**config.mk**
```make
export PLATFORM = sky130hd
export DESIGN_NAME = ascp_port
export DESIGN_NICKNAME = d
export VERILOG_FILES = /design/src/verilog/ascp_pkg.sv /design/src/verilog/ascp_port.sv
export SDC_FILE = /design/constraint.sdc
export NUM_CORES = 1
export LEC_CHECK = 0
export BUFFER_PORTS_ARGS = -buffer_cell sky130_fd_sc_hd__buf_2
export CORE_MARGIN = 10
export CORE_UTILIZATION = 51
export DETAILED_ROUTE_END_ITERATION = 7
export PLACE_DENSITY = 0.7
export SETUP_SLACK_MARGIN = 0.02
export SYNTH_ARGS = -nofsm -noshare
export SYNTH_HDL_FRONTEND = slang
export SYNTH_SLANG_ARGS = --single-unit
```
**constraint.sdc**
```tcl
create_clock -name CLK_IN -period 2.74 [get_ports CLK_IN]
set_input_delay 0.274 -clock CLK_IN [delete_from_list [all_inputs] [get_ports CLK_IN]]
set_output_delay 0.274 -clock CLK_IN [all_outputs]
set_load 0.01 [all_outputs]
```
**src/verilog/ascp_pkg.sv**
```systemverilog
// constants and types shared by the converter serial control port
package ascp_pkg;
    localparam int CLK_PERIOD_NS = 40;
    localparam int INT_CONV_TIME_NS = 7500;
    localparam int INT_CONV_CYCLES = (INT_CONV_TIME_NS + CLK_PERIOD_NS - 1) / CLK_PERIOD_NS;
    localparam int RESULT_W = 14;
    localparam int TIMER_W = 8;
    localparam int CNT_W = 5;
    // pin positions inside the synchroniser vectors
    localparam int PIN_SCLK = 0;
    localparam int PIN_CS_N = 1;
    localparam int PIN_DIN = 2;
    localparam int PIN_SHUTDOWN_N_N = 3;
    localparam int PIN_W = 4;
    // falling-edge numbers counted from the start bit
    localparam logic [CNT_W-1:0] FALL_CTRL_DONE = 5'h08;
    localparam logic [CNT_W-1:0] FALL_MSB = 5'h0A;
    localparam logic [CNT_W-1:0] FALL_CONV_DONE = 5'h12;
    localparam logic [CNT_W-1:0] BITS_CTRL = 5'h08;
    // clock and power mode encodings
    localparam logic [1:0] MODE_FULL_PD = 2'h0;
    localparam logic [1:0] MODE_FAST_PD = 2'h1;
    localparam logic [1:0] MODE_INT_CLK = 2'h2;
    localparam logic [1:0] MODE_EXT_CLK = 2'h3;

    typedef struct packed {
        logic start;
        logic [2:0] channel_select;
        logic single_or_differential;
        logic unipolar_or_bipolar;
        logic power_clock_mode_hi;
        logic power_clock_mode_lo;
    } ascp_ctrl_t;

    localparam ascp_ctrl_t CTRL_RESET = ascp_ctrl_t'(8'h00);

    typedef enum logic [2:0] {
        ST_HUNT,
        ST_CTRL,
        ST_EXT_CONV,
        ST_INT_CONV,
        ST_SHIFT
    } ascp_state_t;

    typedef struct packed {
        logic [PIN_W-1:0] sy1;
        logic [PIN_W-1:0] sy2;
        logic [PIN_W-1:0] sy3;
        logic [PIN_W-1:0] flt;
        ascp_state_t st;
        logic [7:0] sreg;
        logic [CNT_W-1:0] cnt;
        logic [RESULT_W-1:0] shreg;
        logic [TIMER_W-1:0] timer;
        ascp_ctrl_t ctrl;
        logic ext_mode;
        logic busy;
        logic dout;
        logic dout_oe;
        logic strobe;
        logic strobe_oe;
        logic shutdown;
    } ascp_regs_t;
endpackage

```
**src/verilog/ascp_port.sv**
```systemverilog
// serial control and readout port of a multichannel converter
// Operation
// - result bits change on falling edge; tristate while deselected
// - input bits sampled on rising serial clock
// - nothing captured while chip select high
// - internal mode strobe low during conversion
// - external mode strobe high two periods
// - external mode strobe tristate while deselected
// - serial clock paces external conversion
// - shutdown input low halts the port
// - first one after select is start bit
// - control byte fields channel, input, polarity, mode
// - external conversion ends on eighteenth falling edge
`timescale 1ns/10ps
`default_nettype none
module ascp_port
    import ascp_pkg::*;
(
    // clock and reset
    input wire logic CLK_IN,
    input wire logic RST_N_IN,
    // serial pins
    input wire logic SCLK_IN,
    input wire logic CS_N_IN,
    input wire logic DIN_IN,
    input wire logic SHUTDOWN_N_IN,
    output logic DOUT_OUT,
    output logic DOUT_OE_OUT,
    output logic CONVERSION_STROBE_OUT,
    output logic CONVERSION_STROBE_OE_OUT,
    // converter side
    input wire logic [RESULT_W-1:0] RESULT_IN,
    output logic [2:0] CHANNEL_OUT,
    output logic SINGLE_ENDED_OUT,
    output logic UNIPOLAR_OUT,
    output logic [1:0] MODE_OUT,
    output logic BUSY_OUT,
    output logic SHUTDOWN_OUT
);
    ascp_regs_t r;
    ascp_regs_t n;
    logic [PIN_W-1:0] agree;
    logic [PIN_W-1:0] flt_new;
    logic rise;
    logic fall;
    logic sel;
    logic [CNT_W-1:0] fnum;
    ascp_ctrl_t byte_in;

    always_comb begin
        n = r;
        n.sy1 = {SHUTDOWN_N_IN, DIN_IN, CS_N_IN, SCLK_IN};
        n.sy2 = r.sy1;
        n.sy3 = r.sy2;
        agree = ~(r.sy2 ^ r.sy3);
        flt_new = (r.sy2 & agree) | (r.flt & ~agree);
        n.flt = flt_new;
        sel = ~flt_new[PIN_CS_N];
        rise = sel & flt_new[PIN_SCLK] & ~r.flt[PIN_SCLK];
        fall = sel & ~flt_new[PIN_SCLK] & r.flt[PIN_SCLK];
        fnum = r.cnt + 5'h01;
        byte_in = ascp_ctrl_t'({r.sreg[6:0], flt_new[PIN_DIN]});
        if (fall) begin
            n.cnt = fnum;
        end
        case (r.st)
            ST_HUNT: begin
                if (rise && flt_new[PIN_DIN]) begin
                    n.st = ST_CTRL;
                    n.sreg = 8'h01;
                    n.cnt = '0;
                end
            end
            ST_CTRL: begin
                if (rise) begin
                    n.sreg = byte_in;
                end
                if (fall && fnum == FALL_CTRL_DONE) begin
                    n.ctrl = ascp_ctrl_t'(r.sreg);
                    n.ext_mode = (r.sreg[1:0] == MODE_EXT_CLK);
                    case (r.sreg[1:0])
                        MODE_EXT_CLK: begin
                            n.st = ST_EXT_CONV;
                            n.busy = 1'b1;
                            n.strobe = 1'b1;
                        end
                        MODE_INT_CLK: begin
                            n.st = ST_INT_CONV;
                            n.busy = 1'b1;
                            n.strobe = 1'b0;
                            n.timer = TIMER_W'(INT_CONV_CYCLES);
                        end
                        default: begin
                            n.st = ST_HUNT;
                        end
                    endcase
                end
            end
            ST_EXT_CONV: begin
                if (fall && fnum == FALL_MSB) begin
                    n.strobe = 1'b0;
                    n.dout = RESULT_IN[RESULT_W-1];
                    n.shreg = {RESULT_IN[RESULT_W-2:0], 1'b0};
                end else if (fall && fnum > FALL_MSB) begin
                    n.dout = r.shreg[RESULT_W-1];
                    n.shreg = {r.shreg[RESULT_W-2:0], 1'b0};
                    if (fnum == FALL_CONV_DONE) begin
                        n.busy = 1'b0;
                        n.st = ST_SHIFT;
                    end
                end
            end
            ST_INT_CONV: begin
                if (r.timer == '0) begin
                    n.strobe = 1'b1;
                    n.busy = 1'b0;
                    n.shreg = RESULT_IN;
                    n.st = ST_SHIFT;
                end else begin
                    n.timer = r.timer - 8'h01;
                end
            end
            ST_SHIFT: begin
                if (fall) begin
                    n.dout = r.shreg[RESULT_W-1];
                    n.shreg = {r.shreg[RESULT_W-2:0], 1'b0};
                end
                if (rise && flt_new[PIN_DIN]) begin
                    n.st = ST_CTRL;
                    n.sreg = 8'h01;
                    n.cnt = '0;
                end
            end
            default: begin
                n.st = ST_HUNT;
            end
        endcase
        // deselect aborts the frame; an internal conversion keeps running
        if (!sel && r.st != ST_INT_CONV) begin
            n.st = ST_HUNT;
            n.dout = 1'b0;
            n.busy = 1'b0;
            if (r.ext_mode) begin
                n.strobe = 1'b0;
            end
        end
        n.dout_oe = sel;
        n.strobe_oe = r.ext_mode ? sel : 1'b1;
        n.shutdown = ~flt_new[PIN_SHUTDOWN_N_N];
        if (n.shutdown) begin
            n.st = ST_HUNT;
            n.busy = 1'b0;
            n.dout = 1'b0;
            n.dout_oe = 1'b0;
            n.strobe = ~r.ext_mode;
            n.strobe_oe = 1'b0;
        end
    end

    always_ff @(posedge CLK_IN or negedge RST_N_IN) begin
        if (!RST_N_IN) begin
            r <= '{sy1: '1, sy2: '1, sy3: '1, flt: '1, st: ST_HUNT, sreg: '0, cnt: '0,
                   shreg: '0, timer: '0, ctrl: CTRL_RESET, ext_mode: 1'b0, busy: 1'b0,
                   dout: 1'b0, dout_oe: 1'b0, strobe: 1'b1, strobe_oe: 1'b1,
                   shutdown: 1'b0};
        end else begin
            r <= n;
        end
    end

    assign DOUT_OUT = r.dout;
    assign DOUT_OE_OUT = r.dout_oe;
    assign CONVERSION_STROBE_OUT = r.strobe;
    assign CONVERSION_STROBE_OE_OUT = r.strobe_oe;
    assign CHANNEL_OUT = r.ctrl.channel_select;
    assign SINGLE_ENDED_OUT = r.ctrl.single_or_differential;
    assign UNIPOLAR_OUT = r.ctrl.unipolar_or_bipolar;
    assign MODE_OUT = {r.ctrl.power_clock_mode_hi, r.ctrl.power_clock_mode_lo};
    assign BUSY_OUT = r.busy;
    assign SHUTDOWN_OUT = r.shutdown;

    // checks
    property p_dout_oe;
        @(posedge CLK_IN) disable iff (!RST_N_IN)
        r.flt[PIN_CS_N] |-> !DOUT_OE_OUT;
    endproperty
    a_dout_oe: assert property (p_dout_oe) else $error("data out driven while deselected");
    property p_dout_edge;
        @(posedge CLK_IN) disable iff (!RST_N_IN)
        $changed(DOUT_OUT) && !SHUTDOWN_OUT |-> $past(fall) || !$past(sel);
    endproperty
    a_dout_edge: assert property (p_dout_edge) else $error("data out moved off a falling edge");
    property p_no_capture;
        @(posedge CLK_IN) disable iff (!RST_N_IN)
        r.st == ST_CTRL && !sel |=> r.st == ST_HUNT;
    endproperty
    a_no_capture: assert property (p_no_capture) else $error("frame kept while deselected");
    property p_int_strobe;
        @(posedge CLK_IN) disable iff (!RST_N_IN)
        r.st == ST_INT_CONV && !r.shutdown |-> !CONVERSION_STROBE_OUT && BUSY_OUT;
    endproperty
    a_int_strobe: assert property (p_int_strobe) else $error("strobe high during conversion");
    property p_int_done;
        @(posedge CLK_IN) disable iff (!RST_N_IN)
        r.st == ST_INT_CONV && r.timer == '0 && !n.shutdown |=> CONVERSION_STROBE_OUT && !BUSY_OUT;
    endproperty
    a_int_done: assert property (p_int_done) else $error("strobe not raised at end");
    property p_ext_strobe;
        @(posedge CLK_IN) disable iff (!RST_N_IN)
        r.st == ST_EXT_CONV && fall && sel && !n.shutdown && fnum == FALL_MSB
        |=> !CONVERSION_STROBE_OUT && $past(CONVERSION_STROBE_OUT);
    endproperty
    a_ext_strobe: assert property (p_ext_strobe) else $error("strobe pulse length wrong");
    property p_ext_oe;
        @(posedge CLK_IN) disable iff (!RST_N_IN)
        r.ext_mode && !sel |=> !CONVERSION_STROBE_OE_OUT;
    endproperty
    a_ext_oe: assert property (p_ext_oe) else $error("strobe driven while deselected");
    property p_shutdown_n;
        @(posedge CLK_IN) disable iff (!RST_N_IN)
        r.shutdown |-> r.st == ST_HUNT && !DOUT_OE_OUT && !BUSY_OUT;
    endproperty
    a_shutdown_n: assert property (p_shutdown_n) else $error("active during shutdown");
    property p_ext_end;
        @(posedge CLK_IN) disable iff (!RST_N_IN)
        r.st == ST_EXT_CONV && fall && sel && !n.shutdown && fnum == FALL_CONV_DONE
        |=> !BUSY_OUT && r.st == ST_SHIFT;
    endproperty
    a_ext_end: assert property (p_ext_end) else $error("conversion not ended on edge 18");
    c_ext: cover property (@(posedge CLK_IN) disable iff (!RST_N_IN)
        r.st == ST_EXT_CONV ##1 r.st == ST_SHIFT);
    c_int: cover property (@(posedge CLK_IN) disable iff (!RST_N_IN)
        r.st == ST_INT_CONV ##1 r.st == ST_SHIFT);
    c_shutdown_n: cover property (@(posedge CLK_IN) disable iff (!RST_N_IN)
        r.st == ST_CTRL ##1 r.shutdown);
endmodule
`default_nettype wire

```
==> impl_metrics.toml, run 1 <==
[place]
io_buffers = 32
dpl_cell_area_sq_um = 3545
globalplace.congestion = 0.8296
hpwl_mm = 4.853

[setup_path]
cp_max_fo = 13
critPathLaunchType = "register"
rr_worst_depth = 7
r2r_slack_ns = 0.19
crit_type = "register to register"
rr_startpoint = "r[37]$_DFF_PN0_"
critPathRequiredTime_ns = 2.96
worstSetupEndpointType = "register"
r2r-end = "r[26]$_DFFE_PN0P_"
cp_data_arrival_time_ns = 2.77

[die]
dieHeight_um = 100.8
core_area_sq_um = 6350
fp-row-count = 29
dieArea_sq_um = 10160
boundaryPins = 33
die_x_um = 100.8
initial_utilization_pct = 52.43

[synthesis]
synthTopCellsByArea = "dfrtp_1 (37%), dfstp_2 (14%), mux2_2 (7.1%), a221o_1 (3.9%), nand2_1 (3.7%)"
synth_edf_count = 0
ys_seq_elements = 67
syn-cell-area_sq_um = 3329
yosysMostFrequentCell = "dfrtp_1"
synth_commonest_cells = "dfrtp_1 (49), nand2_1 (33), mux2_2 (21)"
synth_top_area_share_pct = 36.83
yosysTopAreaCell = "dfrtp_1"
ys_seq_area_share_pct = 51.03
synth_nets = 336
syn_area_per_cell_sq_um = 10.71
synthCells = 311
ys_async_sr_fraction_pct = 100.0
synth_ff_type = "dfrtp_1"
yosys_warnings = 0
yosysUniqueCellTypes = 51

[detailed_routing]
drt-initial-drc-count = 227
post_drt_wl_per_cell_um = 15.77
via_count = 2404
dr.pass1.iters = 4
viasPerCell = 5.656
drc = 0
wirelength_mm = 6.701
ant_nets = 0

[pwr]
vdd_drop_max_uv = 357.2
leakagePower_uw = 0.001767
power.density_nw_per_um2 = 585.8

[clocking]
cts-resized-gates = 0
cts-root-buf = "clkbuf_8"
postCtsSetupRepairBufs = 0
clkTransAtPathRegs_ns = 0.07
cts_hold_buf = 0
cts.sinks = 67
clk_latency_ns = 0.33
tritoncts = "done"
h-tree-depth = 3
cts_buffers = 9
cts_buffer_depth = 2

[global_routing]
grt_pass1_wl_mm = 11.70
grt_overflow_total = 0
groute.usage.overall_pct = 13.85
grt_pass1_vias = 2426
grt_max_degree = 35
antenna_found_initial = 0

[timing]
rsz0062_at_grt = "false"
setup_violations = 0
clock.fmax_mhz = 391.6
hold_viol = 0
fin_worst_skew_ns = 0.007532
tns_ns = 0
slew_violations = 0
fin_crit_ns = 2.554
timing.final.crit_share_pct = 93.19
relSlewSlack_pct = 36.05
tightestPinTransition_ns = 0.9492

[layout]
stdcell_area_sq_um = 3734
syn2layout_area_growth_pct = 12.14
finalNetCount = 368
final_util_pct = 58.80
drive_gt1_share_pct = 28.45
fill_cells = 549
diodes = 0

[worst_hold_path]
hold_class = "input port to async pin"

[job]
drv_cap = 0

[run_status]
status = "finished clean"
flip-flops by register name (all words and copies together) (netlist names):
name                      cells
BUSY_OUT                      1
CHANNEL_OUT                   3
CONVERSION_STROBE_OE_OUT      1
CONVERSION_STROBE_OUT         1
DOUT_OE_OUT                   1
DOUT_OUT                      1
MODE_OUT                      2
SHUTDOWN_OUT                  1
SINGLE_ENDED_OUT              1
UNIPOLAR_OUT                  1
byte_in                       7
n                             8
r                            39
layer usage:
layer	part of all wire (%)	up-vias	routed length [um]	GRT usage, %
li1	-	1178	-	-
met1	49	1156	3264	19.33
met2	45	60	3040	20.15
met3	4.9	10	327	3.224
met4	1.0	0	68	5.543
met5	0	-	0	0
through the flow:
stage / hold WS, ns / setup WS [ns] / total power (uW) / instances
after floorplan: -0.02159 / 0.3725 / 1319 / 311
after global placement: 0.3465 / 0.2797 / 1405 / 409
after detailed placement: 0.3482 / 0.2200 / 1415 / 409
after CTS: 0.02419 / 0.2106 / 2208 / 425
after global routing: 0.02332 / 0.06013 / 2300 / 425
final: 0.01353 / 0.1865 / 2187 / 425
worst max-delay path by stage:
stage	startpoint	to	slack (ns)
finish	r[37]$_DFF_PN0_	r[26]$_DFFE_PN0P_	0.19
global route	r[37]$_DFF_PN0_	r[30]$_DFFE_PN0P_	0.06
CTS	r[37]$_DFF_PN0_	r[30]$_DFFE_PN0P_	0.21
detailed placement	r[37]$_DFF_PN0_	r[30]$_DFFE_PN0P_	0.22
global placement	r[37]$_DFF_PN0_	r[25]$_DFFE_PN0P_	0.28
floorplan	r[37]$_DFF_PN0_	r[27]$_DFFE_PN0P_	0.37
cells by family after synthesis:
group / count (synthesis) / synth area share, %
simple gates: 103 / 16.20
compound gates: 72 / 15.52
flops: 67 / 51.03
buf+inv: 30 / 4.660
mux: 24 / 8.005
xor+xnor: 8 / 2.104
fa+ha+maj: 7 / 2.480
cell type report:
class	count	area [sq um]	area share, %
Sequential cell	67	1699	45.51
Multi-Input combinational cell	214	1475	39.51
Timing Repair Buffer	40	232.7	6.233
Clock buffer	13	148.9	3.988
Tap cell	77	96.34	2.580
Inverter	11	41.29	1.106
Clock inverter	3	40.04	1.072
power by group:
part,internal [uW],switching [uW]
registers,1050,70.1
clock network,443,345
logic,111,167
layout by cell type, fill, tap and decap left out, drive strengths merged, types with 5 or more instances in the layout:
cell type  Yosys  layout
dfrtp         49      49
buf           14      40
nand2         33      33
mux2          21      21
nor2          20      20
o21ai         19      19
dfstp         18      18
and2          14      14
a21oi         13      13
a221o         13      13
clkbuf         5      13
inv           11      11
and3           7       7
nor3           7       7
nand3          6       6
ha             5       5
o31ai          5       5
worst max-delay path, stage by stage, from the launching register on:
cell,delay [ns]
dfrtp_1,0.45
ha_1,0.31
and3_1,0.18
o211a_1,0.25
o211a_1,0.28
and3_1,0.36
a221o_1,0.36
mux2_2,0.26
(Power assumes the default switching activity.)
==> run 2, diff against run 1 <==
CELL_PAD_IN_SITES_DETAIL_PLACEMENT = 1   (was unset)
CELL_PAD_IN_SITES_GLOBAL_PLACEMENT = 2   (was unset)
CORE_UTILIZATION = 38   (was 51)
PLACE_DENSITY = unset   (was 0.7)
PLACE_DENSITY_LB_ADDON = 0.1   (was unset)
REMOVE_ABC_BUFFERS = 1   (was unset)
==> impl_metrics.toml, run 2 (same netlist as run 1, synthesis figures left out) <==
[detailed_routing]
top_layer = "met4"
ant_nets = 0
viasPerCell = 5.314
dr.pass1.iters = 4
dr_wl_met2_mm = 3.592
via_count = 2471
post_drt_wl_per_cell_um = 17.04
drt-initial-drc-count = 156
drc = 0
routed-wl-met3_um = 299
wirelength_mm = 7.925
met1_length_mm = 3.906

[global_routing]
antenna_found_initial = 0
grt_pass1_vias = 2628
grt_overflow_total = 0
grt_pass1_wl_mm = 13.51
grt_max_degree = 39
groute.usage.overall_pct = 13.01

[timing]
timing.final.crit_share_pct = 95.20
rsz0062_at_grt = "false"
fin_crit_ns = 2.609
setup_violations = 0
relSlewSlack_pct = 53.79
tns_ns = 0
clock.fmax_mhz = 383.4
tightestPinTransition_ns = 0.6931
fin_worst_skew_ns = 0.01120
slew_violations = 0
hold_viol = 0

[pwr]
power.density_nw_per_um2 = 606.9
pwr-share-seq_pct = 47.7
leakagePower_uw = 0.001820
switching_power_uw = 649.4
p_int_uw = 1711
pwr-share-comb_pct = 12.4
switching_share_pct = 27.51
pwr-share-clk_pct = 39.9
vdd_drop_max_uv = 233.6

[job]
drv_cap = 0

[run_status]
status = "finished clean"

[setup_path]
crit_family = "compound AO/OA/AOI/OAI gates"
worstSetupEndpointType = "register"
slowest_stage = "dfrtp_1"
cp_data_arrival_time_ns = 2.84
path_buf_inv = 0
critPathLaunchType = "register"
cp_max_fo = 13
crit_type = "register to register"
path_cells = "ha_1 > and3_1 > o211a_1 > o211a_1 > and3_1 > a221o_1 > mux2_2"
critPathRequiredTime_ns = 2.97
crit_path_max_incr_delay_ns = 0.46

[die]
boundaryPins = 33
dieHeight_um = 113.6
initial_utilization_pct = 38.55
core_area_sq_um = 8636
fp-row-count = 34
dieArea_sq_um = 12910
die_x_um = 113.6

[layout]
drive_gt1_share_pct = 29.41
finalNetCount = 377
layout_common_cells = "dfrtp_1 (49), nand2_1 (33), buf_2 (32), mux2_2 (21), nor2_1 (20)"
regArea_sq_um = 1699
fill_cells = 951
diodes = 0
largest_reg_flops = 39
syn2layout_area_growth_pct = 16.84
multi_input_area_sq_um = 1475
regMostFlops = "r"
layout_commonest_cell = "dfrtp_1"
final_util_pct = 45.04

[clocking]
cts-root-buf = "clkbuf_8"
clkTransAtPathRegs_ns = 0.07
tritoncts = "done"
cts.sinks = 67
cts_buffer_depth = 2
cts_buffers = 9
h-tree-depth = 3
cts-resized-gates = 0
clk_latency_ns = 0.35

[worst_hold_path]
hold_class = "input port to register"

[place]
globalplace.congestion = 0.7735
io_buffers = 32
hpwl_mm = 5.603
run 2: cell types whose count changed in the layout (fill, tap and decap cells not counted), moves of 2 or more:
cell	before	now
buf_4	7	11
clkbuf_1	3	1
clkinv_2	2	0
dlygate4sd3_1	0	5
run 2: path summary, 6_finish.rpt:
check	from	to	slack [ns]	depth (start not counted)
max in group asynchronous	RST_N_IN	CONVERSION_STROBE_OUT$_DFF_PN1_	1.51	3
min	RESULT_IN[0]	r[23]$_DFFE_PN0P_	0.18	3
min reg2reg	n[62]$_DFF_PN1_	n[58]$_DFF_PN1_	0.35	0
max	r[37]$_DFF_PN0_	r[30]$_DFFE_PN0P_	0.13	7
min in group asynchronous	RST_N_IN	byte_in[3]$_DFFE_PN0P_	0.51	2
max reg2reg	r[37]$_DFF_PN0_	r[30]$_DFFE_PN0P_	0.13	7
run 2: per-layer routing:
metal / GRT usage [%] / vias to the layer above
met3: 3.832 / 13
met1: 17.43 / 1234
met2: 19.28 / 29
met5: 0 / -
li1: - / 1195
met4: 5.076 / 0
run 2: worst register-to-register path, delay by kind of cell, from the launching register on:
| family | cells | cell delay, ns |
|---|---|---|
| flops | 1 | 0.46 |
| compound gates | 3 | 0.90 |
| simple gates | 2 | 0.56 |
| mux | 1 | 0.26 |
| fa+ha+maj | 1 | 0.32 |
run 2: repair_timing:
action | in CTS | in global routing
endpoints found under the hold margin | 20 | 0
hold buffers | 5 | 0
buffers inserted | 0 | 0
run 2: final cells by class:
cell class	count	area share (%)
clock buffer	11	3.635
timing repair buffer	49	8.041
sequential	67	43.68
inverter	11	1.061
multi-input combinational	214	37.92
tap	108	3.474
clock inverter	5	2.187
run 2: power by group through the flow:
stage | registers, uW | logic, uW | clock network [uW]
2_1_floorplan | 1120 | 185 | 0
4_1_cts | 1130 | 297 | 979
6_report | 1130 | 293 | 942
5_1_grt | 1140 | 333 | 1020
3_5_place_dp | 1150 | 286 | 0
3_3_place_gp | 1140 | 288 | 0
run 2: per-stage QoR:
step	worst slack, ns	hold WS, ns	total power [uW]	instances	cell area, sq um
after CTS	0.1333	0.1523	2405	465	3890
final	0.1314	0.1769	2361	465	3890
after global routing	0.04088	0.1843	2492	465	3890
after global placement	0.2371	0.3411	1428	444	3613
after detailed placement	0.1451	0.3488	1434	444	3613
after floorplan	0.06086	-0.02159	1309	292	3216
